### src/rtl/bsc_consts.svh
// Function
// discard count 2^15, or 2^10 when short
// count starts when completion heads queue
// expiry without retry drops entry, sets flag
// primary timeout select reads zero
// no fast back-to-back; enable reads zero
// reset pin follows secondary reset bit
// reset bit clears secondary side, buffers
// primary side and registers unaffected
// software honours pci reset timing
// abort quiet: ur gives all-ones, writes complete
// abort quiet: posted master-abort data discarded
// abort report: ur gives target-abort
// abort report: posted abort sends error message
// vga io decode 16 bits or 10
// retry clears counter; counts pci clock only
// discard flag set on expiry, write-one clear
// discard error enable sends error message
// vga enable forwards vga memory regardless
`ifndef BSC_CONSTS_SVH
`define BSC_CONSTS_SVH
`define BSC_ADDR_CTRL       8'h3C
`define BSC_ADDR_SIDEBAND   8'h40
`define BSC_BIT_INT_LINE    0
`define BSC_BIT_INT_PIN     8
`define BSC_BIT_PERR_RESP   16
`define BSC_BIT_SERR_FWD    17
`define BSC_BIT_ISA_EN      18
`define BSC_BIT_VGA_EN      19
`define BSC_BIT_VGA_WIDE    20
`define BSC_BIT_MA_MODE     21
`define BSC_BIT_SEC_RESET   22
`define BSC_BIT_FAST_B2B    23
`define BSC_BIT_PRI_TMO     24
`define BSC_BIT_SEC_SHORT   25
`define BSC_BIT_DISC_STAT   26
`define BSC_BIT_DISC_ERR    27
`define BSC_RESET_CTRL      32'h0000_00FF
`define BSC_LONG_EXP        15
`define BSC_SHORT_EXP       10
`define BSC_VGA_MEM_LO      32'h000A_0000
`define BSC_VGA_MEM_HI      32'h000B_FFFF
`define BSC_VGA_IO_A_LO     10'h3B0
`define BSC_VGA_IO_A_HI     10'h3BB
`define BSC_VGA_IO_B_LO     10'h3C0
`define BSC_VGA_IO_B_HI     10'h3DF
`define BSC_ALL_ONES        32'hFFFF_FFFF
`endif

### src/rtl/bsc_pkg.sv
package bsc_pkg;
    typedef enum logic [1:0] {
        BSC_IDLE  = 2'b00,
        BSC_COUNT = 2'b01,
        BSC_DROP  = 2'b11
    } bsc_disc_e;

    typedef enum logic [1:0] {
        BSC_ANS_NONE   = 2'b00,
        BSC_ANS_ONES   = 2'b01,
        BSC_ANS_TABORT = 2'b10
    } bsc_ans_e;

    typedef struct packed {
        logic        valid;
        logic        isMem;
        logic [31:0] addr;
    } bsc_dec_s;

    typedef struct packed {
        logic urNonPosted;
        logic isRead;
        logic postedAbort;
    } bsc_abort_s;
endpackage : bsc_pkg

### src/rtl/bsc_discard_timer.sv
`timescale 1ns/1ps
`default_nettype none
`include "bsc_consts.svh"
module bsc_discard_timer
    import bsc_pkg::*;
#(
    parameter int LONG_EXP  = `BSC_LONG_EXP,
    parameter int SHORT_EXP = `BSC_SHORT_EXP
) (
    // clock and reset
    input  wire logic clk_sys,
    input  wire logic sys_rst,
    input  wire logic clkEn,
    input  wire logic secReset,
    // control
    input  wire logic shortSel,
    input  wire logic headReady,
    input  wire logic retried,
    // result
    output logic      dropPulse,
    output logic      counting
);
    localparam int W = LONG_EXP + 1;
    bsc_disc_e      state_r;
    logic [W-1:0]   count_r;
    logic [W-1:0]   limit;


    assign limit = shortSel ? (W'(1) << SHORT_EXP) : (W'(1) << LONG_EXP);
    assign counting = (state_r == BSC_COUNT);

    always_ff @(posedge clk_sys or posedge sys_rst) begin
        if (sys_rst) begin
            state_r   <= BSC_IDLE;
            count_r   <= '0;
            dropPulse <= 1'b0;
        end else if (clkEn) begin
            dropPulse <= 1'b0;
            if (secReset) begin
                state_r <= BSC_IDLE;
                count_r <= '0;
            end else begin
                case (state_r)
                    BSC_IDLE: begin
                        count_r <= '0;
                        if (headReady && !retried) state_r <= BSC_COUNT;
                    end
                    BSC_COUNT: begin
                        if (retried) begin
                            state_r <= BSC_IDLE;
                            count_r <= '0;
                        end else if (count_r + W'(1) >= limit) begin
                            state_r   <= BSC_DROP;
                            dropPulse <= 1'b1;
                        end else begin
                            count_r <= count_r + W'(1);
                        end
                    end
                    BSC_DROP: begin
                        state_r <= BSC_IDLE;
                        count_r <= '0;
                    end
                    default: state_r <= BSC_IDLE;
                endcase
            end
        end
    end
endmodule : bsc_discard_timer
`default_nettype wire

### src/rtl/bsc_secondary_ctrl.sv
`timescale 1ns/1ps
`default_nettype none
`include "bsc_consts.svh"
module bsc_secondary_ctrl
    import bsc_pkg::*;
(
    // clock and reset (clk_sys is the secondary pci clock)
    input  wire logic        clk_sys,
    input  wire logic        sys_rst,
    input  wire logic        clkEn,
    // apb slave
    input  wire logic        psel,
    input  wire logic        penable,
    input  wire logic        pwrite,
    input  wire logic [7:0]  paddr,
    input  wire logic [31:0] pwdata,
    input  wire logic [3:0]  pstrb,
    output logic [31:0]      prdata,
    output logic             pready,
    output logic             pslverr,
    // delayed transaction queue
    input  wire logic        headReady,
    input  wire logic        retried,
    output logic             dropDelayed,
    output logic             discardCounting,
    // abort handling
    input  wire bsc_abort_s  abortIn,
    input  wire logic        cmdSerrEnable,
    output bsc_ans_e         answer,
    output logic [31:0]      readFill,
    output logic             postedDiscard,
    output logic             errMsgReq,
    // vga decode
    input  wire bsc_dec_s    decIn,
    output logic             vgaHit,
    // secondary reset
    output logic             pciRst_n,
    output logic             secInit
);
    logic [31:0] ctrl_r;
    logic [31:0] ctrl_nxt;
    logic        dropPulse;
    logic        wrCtrl;
    logic        rdAcc;
    logic        known;

    assign pready  = 1'b1;
    assign known   = (paddr == `BSC_ADDR_CTRL) || (paddr == `BSC_ADDR_SIDEBAND);
    assign pslverr = psel && penable && !known;
    assign wrCtrl  = psel && penable && pwrite && (paddr == `BSC_ADDR_CTRL);
    assign rdAcc   = psel && !penable && !pwrite;

    function automatic logic [31:0] strobeMerge(input logic [31:0] oldV,
                                                input logic [31:0] newV,
                                                input logic [3:0]  strb);
        logic [31:0] res;
        res = oldV;
        for (int i = 0; i < 4; i++) begin
            if (strb[i]) res[i*8 +: 8] = newV[i*8 +: 8];
        end
        return res;
    endfunction : strobeMerge

    function automatic logic inRange10(input logic [9:0] a,
                                       input logic [9:0] lo,
                                       input logic [9:0] hi);
        return (a >= lo) && (a <= hi);
    endfunction : inRange10

    // control register next value
    always_comb begin
        logic [31:0] m;
        m        = strobeMerge(ctrl_r, pwdata, pstrb);
        ctrl_nxt = ctrl_r;
        if (wrCtrl) begin
            ctrl_nxt = m;
            ctrl_nxt[`BSC_BIT_DISC_STAT] = ctrl_r[`BSC_BIT_DISC_STAT]
                                           & ~(pstrb[3] & pwdata[`BSC_BIT_DISC_STAT]);
        end
        ctrl_nxt[`BSC_BIT_PRI_TMO]  = 1'b0;
        ctrl_nxt[`BSC_BIT_FAST_B2B] = 1'b0;
        ctrl_nxt[31:28]             = 4'h0;
        ctrl_nxt[15:8]              = ctrl_r[15:8];
        // set beats clear
        if (dropPulse) ctrl_nxt[`BSC_BIT_DISC_STAT] = 1'b1;
    end

    // register file is never touched by secondary reset
    always_ff @(posedge clk_sys or posedge sys_rst) begin
        if (sys_rst) begin
            ctrl_r <= `BSC_RESET_CTRL;
        end else if (clkEn) begin
            ctrl_r <= ctrl_nxt;
        end
    end

    always_ff @(posedge clk_sys or posedge sys_rst) begin
        if (sys_rst) begin
            prdata <= 32'h0000_0000;
        end else if (clkEn && rdAcc) begin
            case (paddr)
                `BSC_ADDR_CTRL:     prdata <= ctrl_r;
                `BSC_ADDR_SIDEBAND: prdata <= {30'h0, discardCounting, pciRst_n};
                default:            prdata <= 32'h0000_0000;
            endcase
        end
    end

    // pin follows the bit with one register stage, no stretching
    always_ff @(posedge clk_sys or posedge sys_rst) begin
        if (sys_rst) begin
            pciRst_n <= 1'b0;
            secInit  <= 1'b1;
        end else if (clkEn) begin
            pciRst_n <= ~ctrl_r[`BSC_BIT_SEC_RESET];
            secInit  <= ctrl_r[`BSC_BIT_SEC_RESET];
        end
    end

    bsc_discard_timer u_timer (
        .clk_sys   (clk_sys),
        .sys_rst   (sys_rst),
        .clkEn     (clkEn),
        .secReset  (ctrl_r[`BSC_BIT_SEC_RESET]),
        .shortSel  (ctrl_r[`BSC_BIT_SEC_SHORT]),
        .headReady (headReady),
        .retried   (retried),
        .dropPulse (dropPulse),
        .counting  (discardCounting)
    );

    assign dropDelayed = dropPulse;

    // abort answers registered one cycle after the event
    always_ff @(posedge clk_sys or posedge sys_rst) begin
        if (sys_rst) begin
            answer        <= BSC_ANS_NONE;
            readFill      <= 32'h0000_0000;
            postedDiscard <= 1'b0;
            errMsgReq     <= 1'b0;
        end else if (clkEn) begin
            answer        <= BSC_ANS_NONE;
            readFill      <= 32'h0000_0000;
            postedDiscard <= 1'b0;
            errMsgReq     <= 1'b0;
            if (abortIn.urNonPosted) begin
                if (ctrl_r[`BSC_BIT_MA_MODE]) begin
                    answer <= BSC_ANS_TABORT;
                end else begin
                    answer   <= BSC_ANS_ONES;
                    readFill <= abortIn.isRead ? `BSC_ALL_ONES : 32'h0000_0000;
                end
            end
            if (abortIn.postedAbort) begin
                postedDiscard <= 1'b1;
                if (ctrl_r[`BSC_BIT_MA_MODE] && cmdSerrEnable) errMsgReq <= 1'b1;
            end
            if (dropPulse && ctrl_r[`BSC_BIT_DISC_ERR]) errMsgReq <= 1'b1;
        end
    end

    // vga decode; no window checks, forwarding is unconditional on hit
    always_ff @(posedge clk_sys or posedge sys_rst) begin
        if (sys_rst) begin
            vgaHit <= 1'b0;
        end else if (clkEn) begin
            vgaHit <= 1'b0;
            if (decIn.valid && ctrl_r[`BSC_BIT_VGA_EN]) begin
                if (decIn.isMem) begin
                    vgaHit <= (decIn.addr >= `BSC_VGA_MEM_LO)
                              && (decIn.addr <= `BSC_VGA_MEM_HI);
                end else begin
                    vgaHit <= (decIn.addr[31:16] == 16'h0000)
                              && (inRange10(decIn.addr[9:0], `BSC_VGA_IO_A_LO, `BSC_VGA_IO_A_HI)
                               || inRange10(decIn.addr[9:0], `BSC_VGA_IO_B_LO, `BSC_VGA_IO_B_HI))
                              && (!ctrl_r[`BSC_BIT_VGA_WIDE]
                               || decIn.addr[15:10] == 6'h00);
                end
            end
        end
    end
endmodule : bsc_secondary_ctrl
`default_nettype wire

### config.mk
export PLATFORM = sky130hd
export DESIGN_NAME = bsc_secondary_ctrl
export DESIGN_NICKNAME = d
export VERILOG_FILES = /design/src/rtl/bsc_pkg.sv /design/src/rtl/bsc_discard_timer.sv /design/src/rtl/bsc_secondary_ctrl.sv
export VERILOG_INCLUDE_DIRS = /design/src /design/src/rtl
export SDC_FILE = /design/constraint.sdc
export NUM_CORES = 1
export LEC_CHECK = 0
export ABC_AREA = 0
export BUFFER_PORTS_ARGS = -buffer_cell sky130_fd_sc_hd__buf_2
export CAP_MARGIN = 20
export CORE_MARGIN = 4
export CORE_UTILIZATION = 35
export CTS_CLUSTER_DIAMETER = 40
export DETAILED_ROUTE_END_ITERATION = 7
export PLACE_DENSITY = 0.63
export SYNTH_ARGS = -nofsm -noshare
export SYNTH_HDL_FRONTEND = slang
export SYNTH_SLANG_ARGS = --single-unit
### constraint.sdc
create_clock -name clk_sys -period 5.9 [get_ports clk_sys]
set_clock_uncertainty 0.1 [all_clocks]
set_input_delay 0.295 -clock clk_sys [delete_from_list [all_inputs] [get_ports clk_sys]]
set_output_delay 0.295 -clock clk_sys [all_outputs]
set_load 0.1 [all_outputs]
Word level (Yosys, flattened, before mapping). Index checks and enable logic that the tools add are counted.

Register bits after elaboration: 108. Bits in latches: 0. Bits in writable memories: 0. ROM bits: 0. Input bits: 90. Output and inout port bits: 75. Logic and storage cells: 102. Memories: 0.

$add $sub $neg: 1. Multiply operators: 0. Div/mod/pow operators: 0. $lt $le $gt $ge: 7. Equal/unequal tests: 7. Shift operators: 0. Multiplexer cells: 32. Bitwise operators: 4. Reduce and logical (&&, ||, !) cells: 36.

Operator list (count): two-way mux 32 bit (3); two-way mux 16 bit (4); one-hot mux 28 bit (2 select lines) (1); >= comparator 32 x 20 -> 1 bit (second input constant) (1); <= comparator 32 x 20 -> 1 bit (second input constant) (1); one-hot mux 16 bit (2 select lines) (1); two-way mux 27 bit (1); two-way mux 8 bit (3); >= comparator 10 bit (second input constant) (2); <= comparator 10 bit (second input constant) (2); adder 16 x 1 -> 16 bit (second input constant) (1); >= comparator 16 bit (1); logical AND 1 bit (16); zero test 16 bit (1); AND reduction 3 bit (5); two-way mux 2 bit (7); two-way mux 1 bit (11); == test 8 x 6 -> 1 bit (second input constant) (1); == test 8 x 7 -> 1 bit (second input constant) (1); zero test 6 bit (1); zero test 1 bit (5); inequality test 4 x 2 -> 1 bit (second input constant) (1); inequality test 4 bit (second input constant) (1); one-hot mux 2 bit (2 select lines) (1); other kinds (11) (15).

Longest topological paths before layout. Gate-level depths: netlist of the first run.

Depth in word-level cells: 7. Gate-level depth with buffers: 14. Depth with buffers taken out: 13.

Hierarchy. From an unflattened synthesis of the first run, not the netlist that was laid out.

Cell total of the unflattened synthesis: 346. Area, all modules: 3622.2 sq um.

By module, submodules not included: bsc_secondary_ctrl (times used 1, cells an instance 191, area each 2264.7 sq um, seq. area each 1112.3 sq um); bsc_discard_timer (times used 1, cells an instance 155, area each 1357.6 sq um, seq. area each 475.5 sq um).

Worst setup path after synthesis of the first run. Ideal clock, no wire load.

Path type: input to output. Start: in paddr[1]. End: out pslverr. Arrival time: 2.854 ns. Data required time: 5.505 ns. Setup slack: 2.651 ns. Cell stages on the path: 4. Path buffers: 1. Path through: or3_1 -> nor3_1 -> clkbuf_1 -> nor3_1.

Cells in the longest elaborated chain, start to end: 4. Elaborated cells between the ends (all ways): 5. Classes of those cells: 2 x eq/ne; 3 x reduce/logical.

RTL lines: from (decl) (RTL line bsc_secondary_ctrl.sv:15) `input wire logic [7:0] paddr,`; == test 8 x 6 -> 1 bit or == test 8 x 7 -> 1 bit (tied branches); logical OR 1 bit (*) (RTL line bsc_secondary_ctrl.sv:48) `` assign known = (paddr == `BSC_ADDR_CTRL) || (paddr == `BSC_ADDR_SIDEBAND); ``; zero test 1 bit (*) (RTL line bsc_secondary_ctrl.sv:49) `assign pslverr = psel && penable && !known;`; logical AND 1 bit (*) (RTL line bsc_secondary_ctrl.sv:49); to (decl) (RTL line bsc_secondary_ctrl.sv:20) `output logic pslverr,`.

Every way passes the cells marked *; elsewhere a longest branch is shown, timed or not.

Worst setup path after layout of the first run.
Start: reg u_timer.count_r[0]. End: reg u_timer.count_r[4].

Cells in the longest elaborated chain, start to end: 5. Elaborated cells between the ends (all ways): 8. Classes of those cells: 1 x add/sub; 1 x order compare; 1 x eq/ne; 4 x mux; 1 x reduce/logical.

RTL lines: from (decl) (RTL line bsc_discard_timer.sv:25) `logic [W-1:0] count_r;`; from (signal assigned) (RTL line bsc_discard_timer.sv:56) `count_r <= count_r + W'(1);`; adder 16 x 1 -> 16 bit (*) (RTL line bsc_discard_timer.sv:52, bsc_discard_timer.sv:56); parallel branches: the longest is 4 deep, another holds >= comparator 16 bit.

Mark *: on every way between the ends. The select of a mux whose other input is x is not followed. A chain may end at the register's enable or synchronous reset.

==> results of run 1 <==
state kept, by name, indices dropped and copies added, names as in the netlist:
name	flops
ctrl_r	18
prdata	18
u_timer.count_r	16
answer	2
u_timer.state_r	2
errMsgReq	1
pciRst_n	1
postedDiscard	1
readFill	1
secInit	1
u_timer.dropPulse	1
vgaHit	1
worst max-delay path, stage by stage (launching register included):
cell       delay, ns
dfrtp_1         0.50
ha_1            0.28
nand2_1         0.12
nor2_1          0.16
nand2_1         0.09
nor2_1          0.14
xnor2_1         0.12
ha_1            0.30
nand4_1         0.09
a211o_1         0.25
o2111ai_2       0.25
a21oi_2         0.14
o21ai_2         0.47
o21ai_0         0.17
cell families after synthesis:
logic type | count (synthesis) | synth area share [%]
AND/OR/NAND/NOR | 146 | 20.2
buffers and inverters | 73 | 13.0
AO/OA/AOI/OAI | 66 | 12.1
flip-flops | 63 | 44.2
multiplexers | 22 | 6.83
adder cells (fa/ha/maj) | 7 | 2.44
XOR/XNOR | 4 | 0.976
other | 2 | 0.209
synth_stat cells, drive strengths merged, types with 8 or more instances:
library cell,instances
nor3,10
dfstp,9
nor2,15
buf,50
o31ai,9
o21ai,28
inv,12
nand3,25
clkbuf,11
dfrtp,54
nand2b,8
nand2,56
mux2,20
cell usage in the layout, fill, tap and decap left out, types with 3 or more instances in the layout:
cell type	n
o31ai_1	9
a21oi_1	5
clkinvlp_4	4
nor4_1	3
and3_1	3
nand3_1	25
mux2_2	20
o211ai_1	3
o21ai_1	4
nor2b_1	5
dfstp_2	9
nor3_1	8
o21ai_0	23
a31oi_1	3
clkbuf_8	9
nand2b_1	8
ha_1	7
nand2_1	56
dfrtp_1	54
buf_2	132
nand4_1	6
inv_1	11
o22ai_1	3
conb_1	15
nor2_1	15
buf_4	3
xnor2_1	3
or4_1	3
report_power, final:
group / switching, uW / total [uW] / internal [uW] / leakage (uW)
sequential: 17.8 / 463 / 446 / 0.000826
clock: 190 / 346 / 156 / 0.0000785
combinational: 321 / 389 / 67.7 / 0.00126
per-layer routing:
| layer | part of all wire (%) | vias to the layer above | routed length (um) | GRT usage, % |
|---|---|---|---|---|
| met5 | 0 | - | 0 | 0 |
| met4 | 1.6 | 0 | 144 | 5.61 |
| met3 | 8.0 | 11 | 711 | 3.35 |
| met2 | 49 | 126 | 4320 | 23.5 |
| met1 | 42 | 1474 | 3730 | 18.2 |
| li1 | - | 1487 | - | - |
final cells by class:
| cell class | instances | area, um2 |
|---|---|---|
| inverters | 12 | 45.0 |
| clock inverters | 7 | 56.3 |
| clock buffers | 9 | 124 |
| well taps | 133 | 166 |
| fillers | 966 | 5610 |
| repair buffers | 135 | 683 |
| multi-input cells | 260 | 1600 |
| flip-flops and latches | 63 | 1590 |
metrics by stage:
stage | area (um2) | power, uW
6_report | 4260 | 1200
5_1_grt | 4260 | 1260
4_1_cts | 4260 | 1210
3_5_place_dp | 4080 | 862
3_3_place_gp | 4080 | 856
2_1_floorplan | 3640 | 821
final timing paths:
check / cells after the start / from / to
max: 13 / u_timer.count_r[0]$_DFFE_PP0P_ / u_timer.count_r[4]$_DFFE_PP0P_
max in group asynchronous: 3 / sys_rst / u_timer.count_r[11]$_DFFE_PP0P_
min: 3 / sys_rst / prdata[1]$_DFFE_PP0P_
max reg2reg: 13 / u_timer.count_r[0]$_DFFE_PP0P_ / u_timer.count_r[4]$_DFFE_PP0P_
min reg2reg: 2 / prdata[5]$_DFFE_PP0P_ / prdata[5]$_DFFE_PP0P_
min in group clk_sys: 2 / pwdata[2] / ctrl_r[2]$_DFFE_PP1P_
==> results by group, run 1 <==
GRT
  • All-Layer GR Usage: around 14%
  • Initial antenna violation count: 0
  • Global route overflow: 0
  • Global-route wire length before repair: 13300 um
  • Vias in the first global route: 2765
  • Largest net degree at the start of global routing: 64

Job
  • Max-Cap Viols: 0

STA
  • WHS: 0.0735 ns
  • Final worst setup slack: 2.59 ns
  • Sum Neg Setup Slack: 0 ns
  • Highest clock rate: approximately 300 MHz
  • Slew HR: 45.1%
  • Final count of negative-setup-slack endpoints: 0
  • Max-slew violations: 0
  • Final worst-path cycle share: between 50 and 60%
  • Hold Violations, Final: 0
  • Final min period: between 3 and 4 ns
  • RSZ-0062 raised after global routing: no
  • Slew of the pin with the lowest slew margin: 0.824 ns

Placement
  • DPL Wire Length: 6600 um
  • Gpl congestion: 0.837
  • Cell count after placement: 603
  • Input/output buffers: ~130
  • Pre-CTS setup slack: 2.66 ns

Route
  • Post-route DRC violation count: 0
  • Remaining antenna violation count after routing: 0
  • Routed WL: just under 9000 um
  • Wire per inst: 14.4 um
  • Initial DRT Pass Iterations: 4
  • Via density: 5.00
  • DR iter-0 viols: 155
  • Routed vias: approximately 3100

Setup path
  • CP endpoint kind: flop
  • Crit start category: flop
  • Setup slack, reg-to-reg: 2.59 ns
  • CP Max Fanout: 12
  • Worst EP required: 6.01 ns
  • CP Class: reg -> reg
  • Worst EP arrival: 3.42 ns

Synthesis
  • Part of the Yosys area used for sequential elements: 44.2%
  • Post-synth top flop: dfrtp_1
  • Post-Syn Area per Cell: 9.38 um2
  • Netlist Area Pre-Place: between 3000 and 4000 um2
  • YS warnings: 0
  • Cell variety after synth: 53
  • Synth async-reset ratio: 100%
  • EDFF count, synth: 0
  • Cell taking the most area after synthesis: dfrtp_1
  • Post-Syn Instances: around 380
  • Flops & latches, synth: 63
  • Yosys top cell area share: between 30 and 40%
  • Most area-consuming cells after synthesis: dfrtp_1, buf_4, dfstp_2

Clock tree
  • Num Clock Sinks: 63
  • Clk_lat worst skew: 0.34 ns
  • # Post-CTS Setup Buffers: 0
  • Clock-pin slew on the worst setup and hold paths: 0.08 ns
  • Cts bufs inserted: 9
  • Post-CTS resize count: 0
  • Hold_buf cts: 0
  • H-tree depth: 3
  • Clock root buffer: clkbuf_8
  • CTS tree: built
  • CTS max path bufs: 2

Min path
  • Hold WC Path Type: in -> async

Power and ir drop
  • Leak Pwr: 0.00217 uW
  • PwrDens: 281 nW/um2
  • Max VDD drop: 297 uV

Final layout
  • Non-filler cells, final: 619
  • Area delta synth->final: 18.6%
  • Fin util: 43.2%
  • Nets@finish: 578
  • Fraction of layout cells with a size suffix above 1: between 30% and 40%
  • Diode count: 0

Floorplan
  • Rows: 36
  • Die ar.: roughly 12000 um2
  • Core area: 9860 um2
  • Io pins: 165
  • Starting Density: 36.4%
  • Die width: roughly 110 um
  • Die height: 109 um

Run status
  • Status: completed
No activity file was read; power rests on OpenSTA's default activity.
==> run 2, diff against run 1 <==
==> constraint.sdc (replaced) <==
create_clock -name clk_sys -period 3.3 [get_ports clk_sys]
set_clock_uncertainty 0.1 [all_clocks]
set_input_delay 0.165 -clock clk_sys [delete_from_list [all_inputs] [get_ports clk_sys]]
set_output_delay 0.165 -clock clk_sys [all_outputs]
set_load 0.1 [all_outputs]
==> run 2 against run 1 <==
  * Cell area grew 6.8%
  * Global-route usage grew 0.68 points
  * Fmax grew 6.5%
  * Core utilization grew 2.9 points
  * Routed wire length grew 3.9%
  * Clock-buffer cell count grew 2
  * Via count grew 1.7%
  * Register-to-register slack lost 2.4 ns
  * Die area is the same
  * Sequential power grew 79%
  * Final cell count grew 3.9%
  * Non-clock buffer count grew 24
  * Critical path type unchanged
  * Highest routed layer unchanged
==> results by group, run 2 (synthesis results as in run 1) <==
Route
  • Routed WL: 9260 um (+3.9%)
  • Wire per inst: 14.4 um (about the same)
  • Top Layer Used: met4
  • Routed vias: 3152 (+1.7%)
  • DR iter-0 viols: 133 (-14%)
  • Remaining antenna violation count after routing: 0 (unchanged)
  • DR WL met3: 720 um (+1.3%)
  • Post-route DRC violation count: 0 (unchanged)
  • Wire length on met1: 3910 um (+4.9%)
  • Via density: 4.90 (-2.1%)
  • Metal2 WL: 4490 um (+3.8%)
  • Initial DRT Pass Iterations: 4 (unchanged)

Final layout
  • Non-filler cells, final: 643 (+3.9%)
  • Area delta synth->final: 26.6%
  • Fillers: 935 (-3.2%)
  • Most frequent cells in the layout: buf_2, nand2_1, dfrtp_1, nand3_1, o21ai_0
  • Fraction of layout cells with a size suffix above 1: 38.8% (-0.89 points)
  • Nets@finish: 602 (+4.2%)
  • Commonest non-fill, non-tap cell in the layout: buf_2
  • Diode count: 0 (unchanged)
  • Largest registers: ctrl_r: 18 flops, prdata: 18 flops, u_timer.count_r: 16 flops

Setup path
  • Worst EP required: 3.45 ns (-2.56 ns)
  • Worst EP arrival: 3.26 ns (-0.16 ns)
  • CP Depth: 13 (unchanged)
  • Crit start category: flop
  • CP top delay family: compound AO/OA/AOI/OAI gates
  • Setup slack, reg-to-reg: 0.19 ns (-2.40 ns)
  • FF-to-FF Start: u_timer.count_r[0]$_DFFE_PP0P_
  • Setup crit end: u_timer.count_r[8]$_DFFE_PP0P_
  • CP Class: reg -> reg
  • Worst r2r path cells: 13 (unchanged)
  • CP Max Fanout: 17 (+5)
  • Worst Setup SP: u_timer.count_r[0]$_DFFE_PP0P_
  • CP endpoint kind: flop
  • Largest stage delay, worst path: 0.45 ns (-0.05 ns)
  • Buffers & Inverters on Critical Path: 0 (unchanged)
  • Cells along the critical path: ha_1, nand2_1, nor2_1, nand2_1, nor2_1, xnor2_1, ha_1, nand4_1, a211o_1, o2111ai_2, a41o_4, o21ai_0, o31ai_1
  • Critical path's slowest cell: dfrtp_2
  • Reg-to-reg endpoint: u_timer.count_r[8]$_DFFE_PP0P_

Run status
  • Status: completed

STA
  • Sum Neg Setup Slack: 0 ns (unchanged)
  • Hold Violations, Final: 0 (unchanged)
  • Max-slew violations: 0 (unchanged)
  • RSZ-0062 raised after global routing: no
  • Highest clock rate: 321 MHz (+6.5%)
  • WHS: 0.0123 ns (-0.0612 ns)
  • Slew HR: 50.6% (+5.6 points)
  • Slew of the pin with the lowest slew margin: 0.736 ns (-0.0876 ns)
  • Final min period: 3.11 ns (-0.202 ns)
  • Final worst-path cycle share: 94.3% (+38 points)
  • Final count of negative-setup-slack endpoints: 0 (unchanged)

Clock tree
  • CTS max path bufs: 2 (unchanged)
  • CTS tree: built
  • Cts bufs inserted: 9 (unchanged)
  • Num Clock Sinks: 63 (unchanged)
  • Clock root buffer: clkbuf_8
  • Clk_lat worst skew: 0.34 ns (about the same)
  • Clock-pin slew on the worst setup and hold paths: 0.07 ns (about the same)
  • H-tree depth: 3 (unchanged)

Placement
  • Cell count after placement: 605 (+0.33%)
  • DPL Wire Length: 6760 um (+2.3%)
  • Gpl congestion: 0.803 (-4.1%)
  • Input/output buffers: 132 (unchanged)

GRT
  • Global-route wire length before repair: 13900 um (+4.9%)
  • Largest net degree at the start of global routing: 35 (-45%)
  • Initial antenna violation count: 0 (unchanged)
  • All-Layer GR Usage: 15.0% (+0.68 points)
  • Global route overflow: 0 (unchanged)
  • Vias in the first global route: 2895 (+4.7%)

Floorplan
  • Die width: 109 um (unchanged)
  • Die ar.: 11900 um2 (unchanged)
  • Core area: 9860 um2 (unchanged)
  • Die height: 109 um (unchanged)
  • Io pins: 165 (unchanged)
  • Rows: 36 (unchanged)
  • Starting Density: 36.4% (unchanged)

Power and ir drop
  • Leak Pwr: 0.00229 uW (+5.9%)
  • PwrDens: 491 nW/um2 (+75%)
  • Max VDD drop: 327 uV (+10%)

Job
  • Max-Cap Viols: 0 (unchanged)

Min path
  • Hold WC Path Type: in -> reg
  • Worst Hold Path Cells: 3
==> run 2: final cells by class <==
cell class                 count  area (um2)  share of cell area, %
clock inverter                 5        58.8                   1.29
sequential                    63        1590                   35.0
inverter                      12        45.0                  0.991
tap                          133         166                   3.66
clock buffer                  11         141                   3.11
multi-input combinational    260        1630                   35.8
timing repair buffer         159         918                   20.2
==> run 2: where the power goes <==
| part | switching [uW] | leakage, uW | internal [uW] | total (uW) |
|---|---|---|---|---|
| clock | 310 | 0.0000955 | 369 | 679 |
| combinational | 581 | 0.00138 | 141 | 722 |
| sequential | 32.3 | 0.000823 | 798 | 831 |
| total | 923 | 0.00229 | 1310 | 2230 |
==> run 2: worst min path at each step <==
stage | endpoint | startpoint
after floorplan | answer[1]$_DFFE_PP0P_ | abortIn[2]
after global placement | prdata[1]$_DFFE_PP0P_ | sys_rst
after detailed placement | prdata[1]$_DFFE_PP0P_ | sys_rst
after CTS | answer[1]$_DFFE_PP0P_ | abortIn[2]
after global routing | answer[1]$_DFFE_PP0P_ | abortIn[2]
final | answer[1]$_DFFE_PP0P_ | abortIn[2]
==> run 2: layer usage <==
metal  track usage [%]  vias up
li1                  -     1527
met1              19.5     1486
met2              24.3      129
met3              3.58       10
met4              5.25        0
met5                 0        -
==> run 2: metrics by stage <==
stage / setup slack, ns / instance area, um2 / utilization [%] / total power [uW]
after floorplan: 0.311 / 3640 / - / 1470
after global placement: 0.282 / 4090 / 41.5 / 1540
after detailed placement: 0.154 / 4090 / 41.5 / 1550
after CTS: 0.114 / 4510 / 45.8 / 2250
after global routing: 0.0150 / 4550 / 46.1 / 2330
final: 0.188 / 4550 / 46.1 / 2230
==> run 2: worst reg2reg max path: stages, from the launching register on <==
cell,delay (ns)
dfrtp_2,0.45
ha_1,0.24
nand2_1,0.12
nor2_1,0.17
nand2_1,0.11
nor2_1,0.16
xnor2_1,0.12
ha_1,0.30
nand4_1,0.08
a211o_1,0.25
o2111ai_2,0.29
a41o_4,0.38
o21ai_0,0.15
o31ai_1,0.10
==> run 2: repair_timing <==
action                                 4_1_cts  5_1_grt
setup buffers                                0        0
setup endpoints to repair                    0       15
endpoints found under the hold margin       44        0
gates resized for setup                      0        6
hold buffers                                22        0
==> run 3, diff against run 2 <==
--- a/config.mk
+++ b/config.mk
@@ -16,4 +16,5 @@
 export PLACE_DENSITY = 0.63
 export SYNTH_ARGS = -nofsm -noshare
 export SYNTH_HDL_FRONTEND = slang
+export SYNTH_HIERARCHICAL = 1
 export SYNTH_SLANG_ARGS = --single-unit
==> run 3 against run 2 <==
  * Worst hold slack better by 0.016 ns
  * Synthesized cell count decreased by 9.7%
  * Cell area grew 1.2%
  * Die area grew 0.81%
  * Non-clock buffer count rose by 6
  * Core utilization grew 0.32 points
  * Sequential power decreased by 0.5%
  * First-iteration DRC count is 4.5% higher
  * Largest power group unchanged
  * Highest routed layer unchanged
==> results by group, run 3 <==
GRT
  • Initial antenna violation count: 0 (unchanged)
  • All-Layer GR Usage: 15.3% (+0.35 points)
  • Largest net degree at the start of global routing: 45 (+29%)
  • Global route overflow: 0 (unchanged)
  • Vias in the first global route: 3065 (+5.9%)
  • Global-route wire length before repair: 14600 um (+4.6%)

Clock tree
  • Clk_lat worst skew: 0.35 ns (about the same)
  • Num Clock Sinks: 63 (unchanged)
  • Clock root buffer: clkbuf_8
  • Cts bufs inserted: 9 (unchanged)
  • CTS max path bufs: 2 (unchanged)
  • CTS tree: built
  • H-tree depth: 3 (unchanged)
  • Clock-pin slew on the worst setup and hold paths: 0.08 ns (about the same)
  • Post-CTS resize count: 0 (unchanged)

Final layout
  • Nets@finish: 571 (-5.1%)
  • Most frequent cells in the layout: buf_2, dfrtp_1, dlygate4sd3_1, nand2_1, mux2_2
  • Commonest non-fill, non-tap cell in the layout: buf_2
  • Fillers: 963 (+3.0%)
  • Diode count: 0 (unchanged)
  • Fraction of layout cells with a size suffix above 1: 41.8% (+3.0 points)
  • Final Cell Area: 4600 um2 (+1.2%)
  • Area delta synth->final: 26.9%
  • Largest registers: ctrl_r: 18 flops, prdata: 18 flops, u_timer/count_r: 16 flops

STA
  • Highest clock rate: 331 MHz (+3.1%)
  • Slew of the pin with the lowest slew margin: 1.01 ns (+0.270 ns)
  • Final count of negative-setup-slack endpoints: 0 (unchanged)
  • RSZ-0062 raised after global routing: no
  • Sum Neg Setup Slack: 0 ns (unchanged)
  • Slew HR: 32.4% (-18 points)
  • Hold Violations, Final: 0 (unchanged)
  • Final worst-path cycle share: 91.5% (-2.8 points)
  • Max-slew violations: 0 (unchanged)
  • Final min period: 3.02 ns (-0.0930 ns)

Setup path
  • CP endpoint kind: flop
  • CP top delay family: compound AO/OA/AOI/OAI gates
  • Crit start category: flop
  • Worst EP required: 3.46 ns (about the same)
  • CP Max Fanout: 16 (-1)
  • CP dominant cell by count: ha_1
  • Worst EP arrival: 3.18 ns (-0.08 ns)
  • Critical path's slowest cell: o311a_4
  • FF-to-FF Start: u_timer/count_r[0]$_DFFE_PP0P_
  • CP Class: reg -> reg
  • Cells along the critical path: ha_1, nand3_2, nor3_1, xnor2_1, ha_1, nand4_1, a21oi_1, o2111a_1, a221oi_4, o311a_4, a31oi_1
  • Largest stage delay, worst path: 0.47 ns (+0.02 ns)
  • Buffers & Inverters on Critical Path: 0 (unchanged)
  • Worst Setup SP: u_timer/count_r[0]$_DFFE_PP0P_

Min path
  • Hold WC Path Type: in -> reg
  • Hold Startpoint: decIn[16]

Power and ir drop
  • Combinational share of power: 30.3% (-2.0 points)
  • Max VDD drop: 256 uV (-22%)
  • Clk network pwr share: 33.7% (+3.3 points)
  • Reg power frac: 36.0% (-1.2 points)
  • Switching power total: 912 uW (-1.2%)
  • Net Sw Frac: 39.8% (-1.6 points)
  • PwrDens: 499 nW/um2 (+1.6%)
  • Total internal power: 1380 uW (+5.6%)
  • Leak Pwr: 0.00229 uW (-0.20%)

Placement
  • Input/output buffers: 134 (+1.5%)
  • Gpl congestion: 0.847 (+5.4%)
  • DPL Wire Length: 6670 um (-1.3%)
  • Placed inst area: 4140 um2 (+1.2%)

Floorplan
  • Rows: 36 (unchanged)
  • Die width: 110 um (+0.40%)
  • Die height: 110 um (+0.40%)
  • Core area: 9910 um2 (+0.46%)
  • Die ar.: 12000 um2 (+0.81%)
  • Starting Density: 36.6% (+0.15 points)
  • Io pins: 165 (unchanged)

Synthesis
  • EDFF count, synth: 0 (unchanged)
  • Synth cell count leaders: dfrtp_1, buf_4, mux2_2, nand2_1, inv_1
  • Most frequent cell after synthesis: dfrtp_1
  • Flops & latches, synth: 63 (unchanged)
  • Part of the Yosys area used for sequential elements: 43.8% (-0.38 points)
  • Netlist Area Pre-Place: 3620 um2 (+0.87%)
  • Post-Syn Instances: 346 (-9.7%)
  • Post-Syn Area per Cell: 10.5 um2 (+12%)
  • Synth async-reset ratio: 100% (unchanged)
  • Yosys top cell area share: 37.3% (-0.32 points)
  • Most area-consuming cells after synthesis: dfrtp_1, buf_4, dfstp_2
  • Cell variety after synth: 61 (+15%)
  • Post-synth top flop: dfrtp_1
  • Cell taking the most area after synthesis: dfrtp_1
  • YS warnings: 6 (+6)

Run status
  • Status: completed

Route
  • Post-route DRC violation count: 0 (unchanged)
  • Via density: 4.97 (+1.4%)
  • DR iter-0 viols: 139 (+4.5%)
  • Routed WL: 8950 um (-3.4%)
  • Initial DRT Pass Iterations: 4 (unchanged)
  • Routed vias: 3053 (-3.1%)
  • Wire per inst: 14.6 um (+1.2%)
  • Remaining antenna violation count after routing: 0 (unchanged)

Job
  • Max-Cap Viols: 0 (unchanged)
==> run 3: tightest hold or removal path, cell delays in order <==
cell and delay (ns):
buf_2 0.08, nor4_1 0.04, nand4_1 0.07, o21ai_0 0.07
==> run 3: power groups by stage <==
stage / Sequential, uW / Combinational, uW / Clock [uW]
5_1_grt: 832 / 729 / 827
4_1_cts: 826 / 695 / 789
3_5_place_dp: 842 / 675 / 0
6_report: 827 / 694 / 773
3_3_place_gp: 839 / 665 / 0
2_1_floorplan: 869 / 574 / 0
==> run 3: worst paths after layout <==
kind / slack (ns) / endpoint / cells past startpoint
worst min-delay path: 0.03 / vgaHit$_DFFE_PP0P_ / 4
worst max register to register: 0.28 / u_timer/count_r[4]$_DFFE_PP0P_ / 11
max in group asynchronous: 2.07 / errMsgReq$_DFFE_PP0P_ / 3
worst max-delay path: 0.28 / u_timer/count_r[4]$_DFFE_PP0P_ / 11
min in group asynchronous: 0.40 / u_timer/count_r[10]$_DFFE_PP0P_ / 3
worst min register to register: 0.40 / prdata[18]$_DFFE_PP0P_ / 1
==> run 3: per-layer routing <==
| layer | global-route usage (%) | wire length (um) | vias to the layer above |
|---|---|---|---|
| met5 | 0 | 0 | - |
| met4 | 4.81 | 130 | 0 |
| met3 | 3.93 | 512 | 12 |
| met2 | 25.9 | 4580 | 100 |
| met1 | 19.1 | 3720 | 1472 |
| li1 | - | - | 1469 |
==> run 3: cells by family (layout without fill, tap and decap cells) <==
family	after synthesis	count (layout)	synth area share, %
AOI/OAI and AO/OA	75	75	15.5
muxes	24	24	7.32
buffers and inverters	77	199	13.7
DFF	63	63	43.8
other	2	15	0.207
xor gates and xnor gates	6	6	1.45
and+or+nand+nor	94	94	16.2
adders and majority gates	5	5	1.73
==> run 3: repair_timing <==
action,CTS,global route
setup buffers,0,0
hold buffers,23,0
endpoints found under the hold margin,75,0
==> run 3: final cells by class <==
class / instances / area, um2 / share of cell area [%]
Clock buffer: 9 / 124 / 2.69
Multi-Input combinational cell: 219 / 1590 / 34.5
Sequential cell: 63 / 1590 / 34.5
Inverter: 18 / 67.6 / 1.47
Tap cell: 133 / 166 / 3.62
Clock inverter: 7 / 104 / 2.26
Timing Repair Buffer: 165 / 961 / 20.9
==> run 3: per-stage QoR <==
stage                     power (uW)  util (%)  setup slack [ns]  hold slack (ns)  cells
after global placement          1500      41.8             0.350            0.264    575
after floorplan                 1440         -             0.425           0.0161    359
after detailed placement        1520      41.8             0.292            0.265    575
final                           2290      46.4             0.281           0.0282    614
after global routing            2390      46.4            0.0138           0.0385    614
after CTS                       2310      46.4             0.251           0.0291    614
